**config.mk**
```make
export PLATFORM = sky130hd
export DESIGN_NAME = flash_host
export DESIGN_NICKNAME = d
export VERILOG_FILES = /design/src/pkg/flash_host_pkg.sv /design/src/core/flash_host.sv
export SDC_FILE = /design/constraint.sdc
export NUM_CORES = 1
export LEC_CHECK = 0
export ABC_AREA = 1
export BUFFER_PORTS_ARGS = -buffer_cell sky130_fd_sc_hd__buf_4
export CELL_PAD_IN_SITES_DETAIL_PLACEMENT = 1
export CELL_PAD_IN_SITES_GLOBAL_PLACEMENT = 2
export CORE_ASPECT_RATIO = 2
export CORE_UTILIZATION = 34
export DETAILED_ROUTE_END_ITERATION = 6
export PLACE_DENSITY = 0.93
export SKIP_LAST_GASP = 1
export SYNTH_ARGS = -nofsm -noshare
export SYNTH_HDL_FRONTEND = slang
export SYNTH_SLANG_ARGS = --single-unit
```
**constraint.sdc**
```tcl
create_clock -name pclk -period 4.35 [get_ports pclk]
set_input_delay 0.435 -clock pclk [delete_from_list [all_inputs] [get_ports pclk]]
set_output_delay 0.435 -clock pclk [all_outputs]
set_load 0.005 [all_outputs]
```
**src/pkg/flash_host_pkg.sv**
```systemverilog
// Package with constants shared by the parallel flash host controller.
`default_nettype none
package flash_host_pkg;
	// ----------------------------------------------------------------
	// Register offsets of the controller (byte addresses).
	// ----------------------------------------------------------------
	localparam logic [7:0] off_ctrl   = 8'h00; // Mode and command register.
	localparam logic [7:0] off_addr   = 8'h04; // Flash word address.
	localparam logic [7:0] off_wdata  = 8'h08; // Write data.
	localparam logic [7:0] off_rdata  = 8'h0C; // Last read data.
	localparam logic [7:0] off_status = 8'h10; // Status bits.
	// Control register fields.
	localparam int ctrl_go_bit      = 0; // Start a bus cycle.
	localparam int ctrl_write_bit   = 1; // One for write cycle.
	localparam int ctrl_wide_bit    = 2; // One for 32-bit mode.
	localparam int ctrl_reset_bit   = 3; // Hold flash reset.
	localparam int ctrl_standby_bit = 4; // Stored only; chip select ignores it.
	localparam int ctrl_wp_bit      = 5; // One releases write protect.
	// Status register fields.
	localparam int stat_busy_bit  = 0; // Bus cycle in progress.
	localparam int stat_ready_bit = 1; // Synchronised completion pin.
	localparam int stat_poll_bit  = 2; // Polling status bit of last read.
	localparam int stat_tog_bit   = 3; // Toggle status bit changed.
	// Widths.
	localparam int addr_w = 23; // Word address width.
	localparam int data_w = 32; // Data bus width.
	// Timing in ns and cycles at 100 MHz.
	localparam int clk_ns        = 10;
	localparam int rd_access_ns  = 70; // Random read access.
	localparam int wr_pulse_ns   = 50; // Write strobe low time.
	localparam int rd_cycles     = (rd_access_ns + clk_ns - 1) / clk_ns;
	localparam int wr_cycles     = (wr_pulse_ns + clk_ns - 1) / clk_ns;
	localparam int polling_pos   = 7; // Polling status bit position.
	localparam int toggle_pos    = 6; // Toggle status bit position.
	// Bus cycle states.
	typedef enum logic [3:0] {
		st_idle  = 4'h1,
		st_read  = 4'h2,
		st_write = 4'h4,
		st_gap   = 4'h8
	} bus_state_t;
endpackage
`default_nettype wire

```
**src/core/flash_host.sv**
```systemverilog
// Host controller driving an asynchronous parallel flash from APB registers.
//
// The APB interface to the registers and the register addresses are this design's own decisions.
`default_nettype none
module flash_host (
	// Clock and reset.
	input  wire logic        pclk,
	input  wire logic        presetn,
	// APB slave.
	input  wire logic        psel,
	input  wire logic        penable,
	input  wire logic        pwrite,
	input  wire logic [7:0]  paddr,
	input  wire logic [31:0] pwdata,
	output logic      [31:0] prdata,
	output logic             pready,
	output logic             pslverr,
	// Flash pins.
	output logic      [22:0] flash_addr,
	input  wire logic [31:0] flash_dq_in,
	output logic      [31:0] flash_dq_out,
	output logic             flash_dq_oe,
	output logic             flash_ce_n,
	output logic             flash_we_n,
	output logic             flash_oe_n,
	output logic             flash_word_n,
	output logic             flash_reset_n,
	output logic             flash_wp_n,
	input  wire logic        completion_indicator
);
	// ----------------------------------------------------------------
	// Register state.
	// ----------------------------------------------------------------
	logic [5:0]  ctrl, next_ctrl;       // Control bits, go bit self-clears after the cycle it starts.
	logic [22:0] addr, next_addr;       // Target word address.
	logic [31:0] wdata, next_wdata;     // Data for write cycles.
	logic [31:0] rdata, next_rdata;     // Data of the last read.
	logic        toggled, next_toggled; // Toggle bit changed between reads.
	logic [1:0]  rdy_sync;              // Completion pin synchroniser.
	logic [31:0] dq_sync1, dq_sync2;    // Data input synchroniser.
	flash_host_pkg::bus_state_t state, next_state;
	logic [3:0]  cnt, next_cnt;         // Cycle counter of the strobe phase.
	logic        wr_acc, rd_acc;        // APB access qualifiers.
	logic        sel_n, next_sel_n;     // Registered chip select, active low.
	logic        wstb_n, next_wstb_n;   // Registered write strobe, active low.
	logic        drv_n, next_drv_n;     // Registered output drive, active low.
	logic        dq_en, next_dq_en;     // Registered data drive enable.

	assign wr_acc  = psel && penable && pwrite;
	assign rd_acc  = psel && penable && !pwrite;
	// Registers always answer in the first access cycle.
	assign pready  = 1'b1;
	// Unmapped offsets answer with an error.
	assign pslverr = psel && penable && (paddr > flash_host_pkg::off_status || paddr[1:0] != 2'h0);

	// ----------------------------------------------------------------
	// Register and bus cycle next-state logic.
	// ----------------------------------------------------------------
	// Software writes are refused while a cycle runs so the pins never change mid-cycle.
	always_comb begin
		next_ctrl    = ctrl;
		next_addr    = addr;
		next_wdata   = wdata;
		next_rdata   = rdata;
		next_toggled = toggled;
		next_state   = state;
		next_cnt     = cnt;
		if (wr_acc && state == flash_host_pkg::st_idle) begin
			case (paddr)
				flash_host_pkg::off_ctrl:  next_ctrl  = pwdata[5:0];
				flash_host_pkg::off_addr:  next_addr  = pwdata[22:0];
				flash_host_pkg::off_wdata: next_wdata = pwdata;
				default: ;
			endcase
		end
		case (state)
			flash_host_pkg::st_idle: begin
				// A reset hold blocks cycles, since the device ignores them then.
				if (ctrl[flash_host_pkg::ctrl_go_bit] && ctrl[flash_host_pkg::ctrl_reset_bit] == 1'b0) begin
					next_cnt   = 4'h0;
					next_state = ctrl[flash_host_pkg::ctrl_write_bit] ? flash_host_pkg::st_write
						: flash_host_pkg::st_read;
				end
			end
			flash_host_pkg::st_read: begin
				next_cnt = cnt + 4'h1;
				// Two extra cycles cover the data synchroniser.
				if (cnt == 4'(flash_host_pkg::rd_cycles + 2)) begin
					// Narrow mode keeps only the low half.
					next_rdata = ctrl[flash_host_pkg::ctrl_wide_bit] ? dq_sync2 : {16'h0000, dq_sync2[15:0]};
					// Toggle bit compared with previous read.
					next_toggled = dq_sync2[flash_host_pkg::toggle_pos] != rdata[flash_host_pkg::toggle_pos];
					next_state = flash_host_pkg::st_gap;
				end
			end
			flash_host_pkg::st_write: begin
				// Every command word is one strobe of its own, so an unlock bypass program costs two
				// cycles and region entry or exit is a plain series of them issued by software.
				next_cnt = cnt + 4'h1;
				if (cnt == 4'(flash_host_pkg::wr_cycles)) begin
					next_state = flash_host_pkg::st_gap;
				end
			end
			flash_host_pkg::st_gap: begin
				// One idle cycle with all strobes high between cycles.
				next_ctrl[flash_host_pkg::ctrl_go_bit] = 1'b0;
				next_state = flash_host_pkg::st_idle;
			end
			default: next_state = flash_host_pkg::st_idle;
		endcase
	end

	// Register stage for all state but the strobes. The data bus passes two flops like any pin; a read holds
	// select and drive for longer than the access time, so every bit is steady when it is taken
	// and the bus needs no handshake of its own.
	always_ff @(posedge pclk or negedge presetn) begin
		if (!presetn) begin
			ctrl     <= 6'h00;
			addr     <= 23'h000000;
			wdata    <= 32'h00000000;
			rdata    <= 32'h00000000;
			toggled  <= 1'b0;
			state    <= flash_host_pkg::st_idle;
			cnt      <= 4'h0;
			rdy_sync <= 2'h0;
			dq_sync1 <= 32'h00000000;
			dq_sync2 <= 32'h00000000;
		end else begin
			ctrl     <= next_ctrl;
			addr     <= next_addr;
			wdata    <= next_wdata;
			rdata    <= next_rdata;
			toggled  <= next_toggled;
			state    <= next_state;
			cnt      <= next_cnt;
			rdy_sync <= {rdy_sync[0], completion_indicator};
			dq_sync1 <= flash_dq_in;
			dq_sync2 <= dq_sync1;
		end
	end

	// ----------------------------------------------------------------
	// Registered strobe drive.
	// ----------------------------------------------------------------
	// A decode of state and count could glitch low while several bits change at once, and a
	// glitch on the write strobe would latch a stray command, so the strobes come from flops.
	// They are decoded from the next state so each one lines up with the state it belongs to.
	always_comb begin
		// Select covers both kinds of cycle.
		next_sel_n  = !(next_state == flash_host_pkg::st_read || next_state == flash_host_pkg::st_write);
		// Write strobe falls after one setup cycle of address and data.
		next_wstb_n = !(next_state == flash_host_pkg::st_write && next_cnt != 4'h0);
		// Output drive only in reads, so host and device never drive the bus together.
		next_drv_n  = next_state != flash_host_pkg::st_read;
		next_dq_en  = next_state == flash_host_pkg::st_write;
	end

	// Strobes rest high and the data drive stays off while reset is held.
	always_ff @(posedge pclk or negedge presetn) begin
		if (!presetn) begin
			sel_n  <= 1'h1;
			wstb_n <= 1'h1;
			drv_n  <= 1'h1;
			dq_en  <= 1'h0;
		end else begin
			sel_n  <= next_sel_n;
			wstb_n <= next_wstb_n;
			drv_n  <= next_drv_n;
			dq_en  <= next_dq_en;
		end
	end

	// ----------------------------------------------------------------
	// Read data mux.
	// ----------------------------------------------------------------
	always_comb begin
		prdata = 32'h00000000;
		if (rd_acc) begin
			case (paddr)
				flash_host_pkg::off_ctrl:   prdata = {26'h0, ctrl};
				flash_host_pkg::off_addr:   prdata = {9'h0, addr};
				flash_host_pkg::off_wdata:  prdata = wdata;
				flash_host_pkg::off_rdata:  prdata = rdata;
				flash_host_pkg::off_status: prdata = {28'h0, toggled, rdata[flash_host_pkg::polling_pos],
					rdy_sync[1], state != flash_host_pkg::st_idle};
				default: prdata = 32'h00000000;
			endcase
		end
	end

	// ----------------------------------------------------------------
	// Flash pin drive.
	// ----------------------------------------------------------------
	// Separate active-low select, strobe and drive; data only driven on writes.
	assign flash_addr    = addr;
	assign flash_dq_out  = wdata;
	assign flash_dq_oe   = dq_en;
	assign flash_ce_n    = sel_n;
	assign flash_we_n    = wstb_n;
	assign flash_oe_n    = drv_n;
	assign flash_word_n  = ctrl[flash_host_pkg::ctrl_wide_bit];
	assign flash_reset_n = !ctrl[flash_host_pkg::ctrl_reset_bit];
	assign flash_wp_n    = ctrl[flash_host_pkg::ctrl_wp_bit];
endmodule
`default_nettype wire

```
==> summary.txt <==
STA
  • Fin. Hold Viols: 0
  • Fmax: 349.6 MHz
  • # setup viols final: 0
  • Final Critical Period: 2.861 ns
  • Final period utilization: 0.6576
  • Slew @ Worst Pin: 1.029 ns
  • Skew final: roughly 0.012 ns
  • Fin Setup TNS: 0 ns
  • RSZ-0062 raised after global routing: no
  • Final Slew Violations: 0
  • Fin Hold WS: 0.07761 ns
  • Max-slew headroom at the worst pin: 0.3120

Synth
  • Synth Area in Adders: 0.003567
  • Post-synthesis net count: between 800 and 900
  • Gate Count Post-Synth: 736
  • Simple-gate area share of the yosys netlist: 0.2206
  • YS warnings: 0
  • Combinational family with the most area after synthesis: simple AND/OR/NAND/NOR gates
  • Seq/Total Area, Yosys: 0.6142
  • Mapped Area: 7015 um^2
  • Synth Area in Compound Gates: 0.08543
  • Flops & latches, synth: between 150 and 200
  • Post-synthesis cell type count: 33
  • Post-synthesis xor/xnor area fraction: 0.003745
  • Syn avg cell area: around 9.5 um^2
  • Multiplexer share of the synthesized area: 0

Setup path
  • Buf/Inv on CP: 4
  • Worst setup endpoint: prdata[27]
  • Worst setup SP type: primary input
  • Slowest cell on crit path: nor2_2
  • Top Family by Delay on Critical Path: buffers and inverters
  • Worst Path Required: 3.91 ns
  • Kind of critical path: in2out
  • Signal arrival time at the worst endpoint: between 2 and 2.5 ns
  • FF-to-FF End: flash_addr[18]$_DFFE_PN0P_
  • CP startpoint: paddr[7]
  • CP Capture Type: primary output
  • Worst reg-to-reg setup slack: 1.58 ns
  • Worst path max stage delay: 0.40 ns
  • Crit path max fanout: 22
  • Worst R2R Start: state[0]$_DFF_PN1_
  • Critical Path Stages: 9
  • Path depth of the worst reg2reg path: 7
  • Crit-path cells: buf_4 > nor2_1 > nand3_1 > inv_2 > o21ai_1 > nor2_2 > inv_2 > a21oi_1 > buf_4

Clocking
  • PostCTS Resize Cnt: 0
  • CTS tree: yes
  • H-Tree Level Count: 4
  • CTS Buf Count: 17
  • Clk slew on worst S/H paths: 0.07 ns
  • Clock Latency Late Sink: 0.43 ns
  • Clock sinks: between 150 and 200
  • Setup Buffers After CTS: 0
  • CTS max path bufs: 2
  • CTS Root Cell: clkbuf_16
  • Post-CTS Hold Buffers: 0

Finish
  • Final net count: 981
  • Fillers: 2325
  • Post-route cell area: ~9000 um^2
  • Most common cell after layout, fill and taps aside: nand2_1
  • Final Util: 0.4506
  • Layout cells sized above 1: 0.2921
  • Synth-to-layout area growth: 30.25%
  • Commonest cells after routing, fill and taps aside: nand2_1, buf_4, dfrtp_1

Floorplanning
  • Die Height: ~210 um
  • Die ar.: 21250 um^2
  • Num rows: 74
  • # IOs: roughly 170
  • Total core area: 20280 um^2
  • Die X: 103.6 um
  • Initial core utilization: 0.3460

Pwr
  • P_int: 2819 uW
  • Logic pwr share: 0.095
  • Clk pwr share: 0.442
  • Sw Share: 0.2548
  • PwrDens: 414.0 nW/um^2
  • Worst VDD drop: roughly 0.00020 V
  • Power Total: 3783 uW
  • Switching Power: around 960 uW
  • P_leak: 0.004742 uW
  • Part of the power in registers: 0.463

Placed design
  • Post-DP HPWL: 14350 um
  • Port bufs: 172
  • RD Place Congestion: 0.8072
  • Area of placed instances: 8486 um^2

Hold path
  • Worst hold path class: in2async

Routing
  • First drt pass iteration count: 5
  • DRC: 0
  • Iteration-0 DRC Markers: 186
  • Routed len/inst: 17.26 um
  • Post-Route WL: 20380 um
  • Vias per cell: 4.744
  • Antenna-violating nets left: 0
  • Via count: 5603

Global route
  • Antenna violations before repair: 1
  • Maximum number of pins on one net before global-route repair: a little over 100
  • All-Layer GR Usage: 0.2056
  • First-pass GRT wire length: ~33000 um
  • Total gr overflow: 0
  • Number of global-route vias before repair: 6096

Outcome
  • Status: completed

Run
  • MaxCap Viol Count: 0
[worst reg2reg max path, cell delays in order, from the launching register on]
cell	delay (ns)
dfstp_2	0.52
inv_1	0.05
nor2_1	0.13
nand2_1	0.17
nor3b_4	0.70
nand3_4	0.71
nand2_1	0.29
o21ai_2	0.07
[layer usage]
layer  vias to the layer above  track usage  routed length (um)
met2                       148       0.3809               11230
met1                      2769       0.2199                7544
met3                        42      0.03373                 663
met5                         -            0                   0
li1                       2644            -                   -
met4                         0       0.1154                 945
[flip-flops by register name, indices dropped and copies added (netlist names)]
register	flops
dq_sync1	32
ctrl	6
flash_oe_n	1
toggled	1
rdy_sync	2
flash_we_n	1
flash_dq_oe	1
flash_addr	23
dq_sync2	32
state	4
cnt	4
flash_dq_out	32
flash_ce_n	1
rdata	32
[worst min-delay path by stage]
| stage | from | to | slack [ns] |
|---|---|---|---|
| final | presetn | flash_dq_out[24]$_DFFE_PN0P_ | 0.08 |
| after global routing | flash_dq_in[2] | dq_sync1[2]$_DFF_PN0_ | 0.09 |
| after CTS | flash_dq_in[25] | dq_sync1[25]$_DFF_PN0_ | 0.09 |
| after detailed placement | dq_sync1[22]$_DFF_PN0_ | dq_sync2[22]$_DFF_PN0_ | 0.34 |
| after global placement | dq_sync1[18]$_DFF_PN0_ | dq_sync2[18]$_DFF_PN0_ | 0.33 |
| after floorplan | presetn | cnt[0]$_DFF_PN0_ | 0.14 |
[cells in the mapped netlist (all sizes together)]
library cell | n | area, um^2
inv | 73 | 274.0
o211ai | 5 | 37.54
nand4 | 1 | 6.260
xor2 | 2 | 17.52
nor3b | 1 | 18.77
nor3 | 5 | 57.55
conb | 1 | 3.750
nand2 | 243 | 922.1
clkbuf | 11 | 41.29
dfstp | 4 | 105.1
o21ai | 73 | 515.5
xnor2 | 1 | 8.760
buf | 21 | 180.2
a21oi | 8 | 40.04
nor2 | 34 | 130.1
ha | 2 | 25.02
nand3 | 80 | 412.9
o22ai | 1 | 6.260
clkinv | 2 | 8.750
dfrtp | 168 | 4204
[metrics by stage]
step	worst slack, ns	cells
floorplan	2.473	736
global placement	1.545	1148
detailed placement	1.463	1148
CTS	1.448	1180
global route	1.297	1181
finish	1.489	1181
[power groups by stage]
stage	Combinational [uW]	Sequential, uW	Clock [uW]
2_1_floorplan	179	1770	0
3_5_place_dp	368	1780	0
4_1_cts	373	1750	1710
5_1_grt	411	1760	1770
6_report	359	1750	1670
3_3_place_gp	356	1780	0
[logic make-up (layout without fill, tap and decap cells)]
kind of cell	Yosys count	in the layout
adder cells (fa/ha/maj)	2	2
AO/OA/AOI/OAI	87	87
buffers and inverters	107	285
AND/OR/NAND/NOR	364	364
XOR/XNOR	3	3
other	1	2
flip-flops	172	172
[final cells by class]
class                      instances  area, um^2  share of cell area
timing repair buffer             178        1353              0.1480
tap                              266       332.8             0.03642
sequential                       172        4309              0.4716
multi-input combinational        457        2208              0.2417
clock inverter                    15       224.0             0.02451
inverter                          75       282.8             0.03095
clock buffer                      17       425.4             0.04656
antenna                            1       2.502           0.0002739
(Power assumes the default switching activity.)
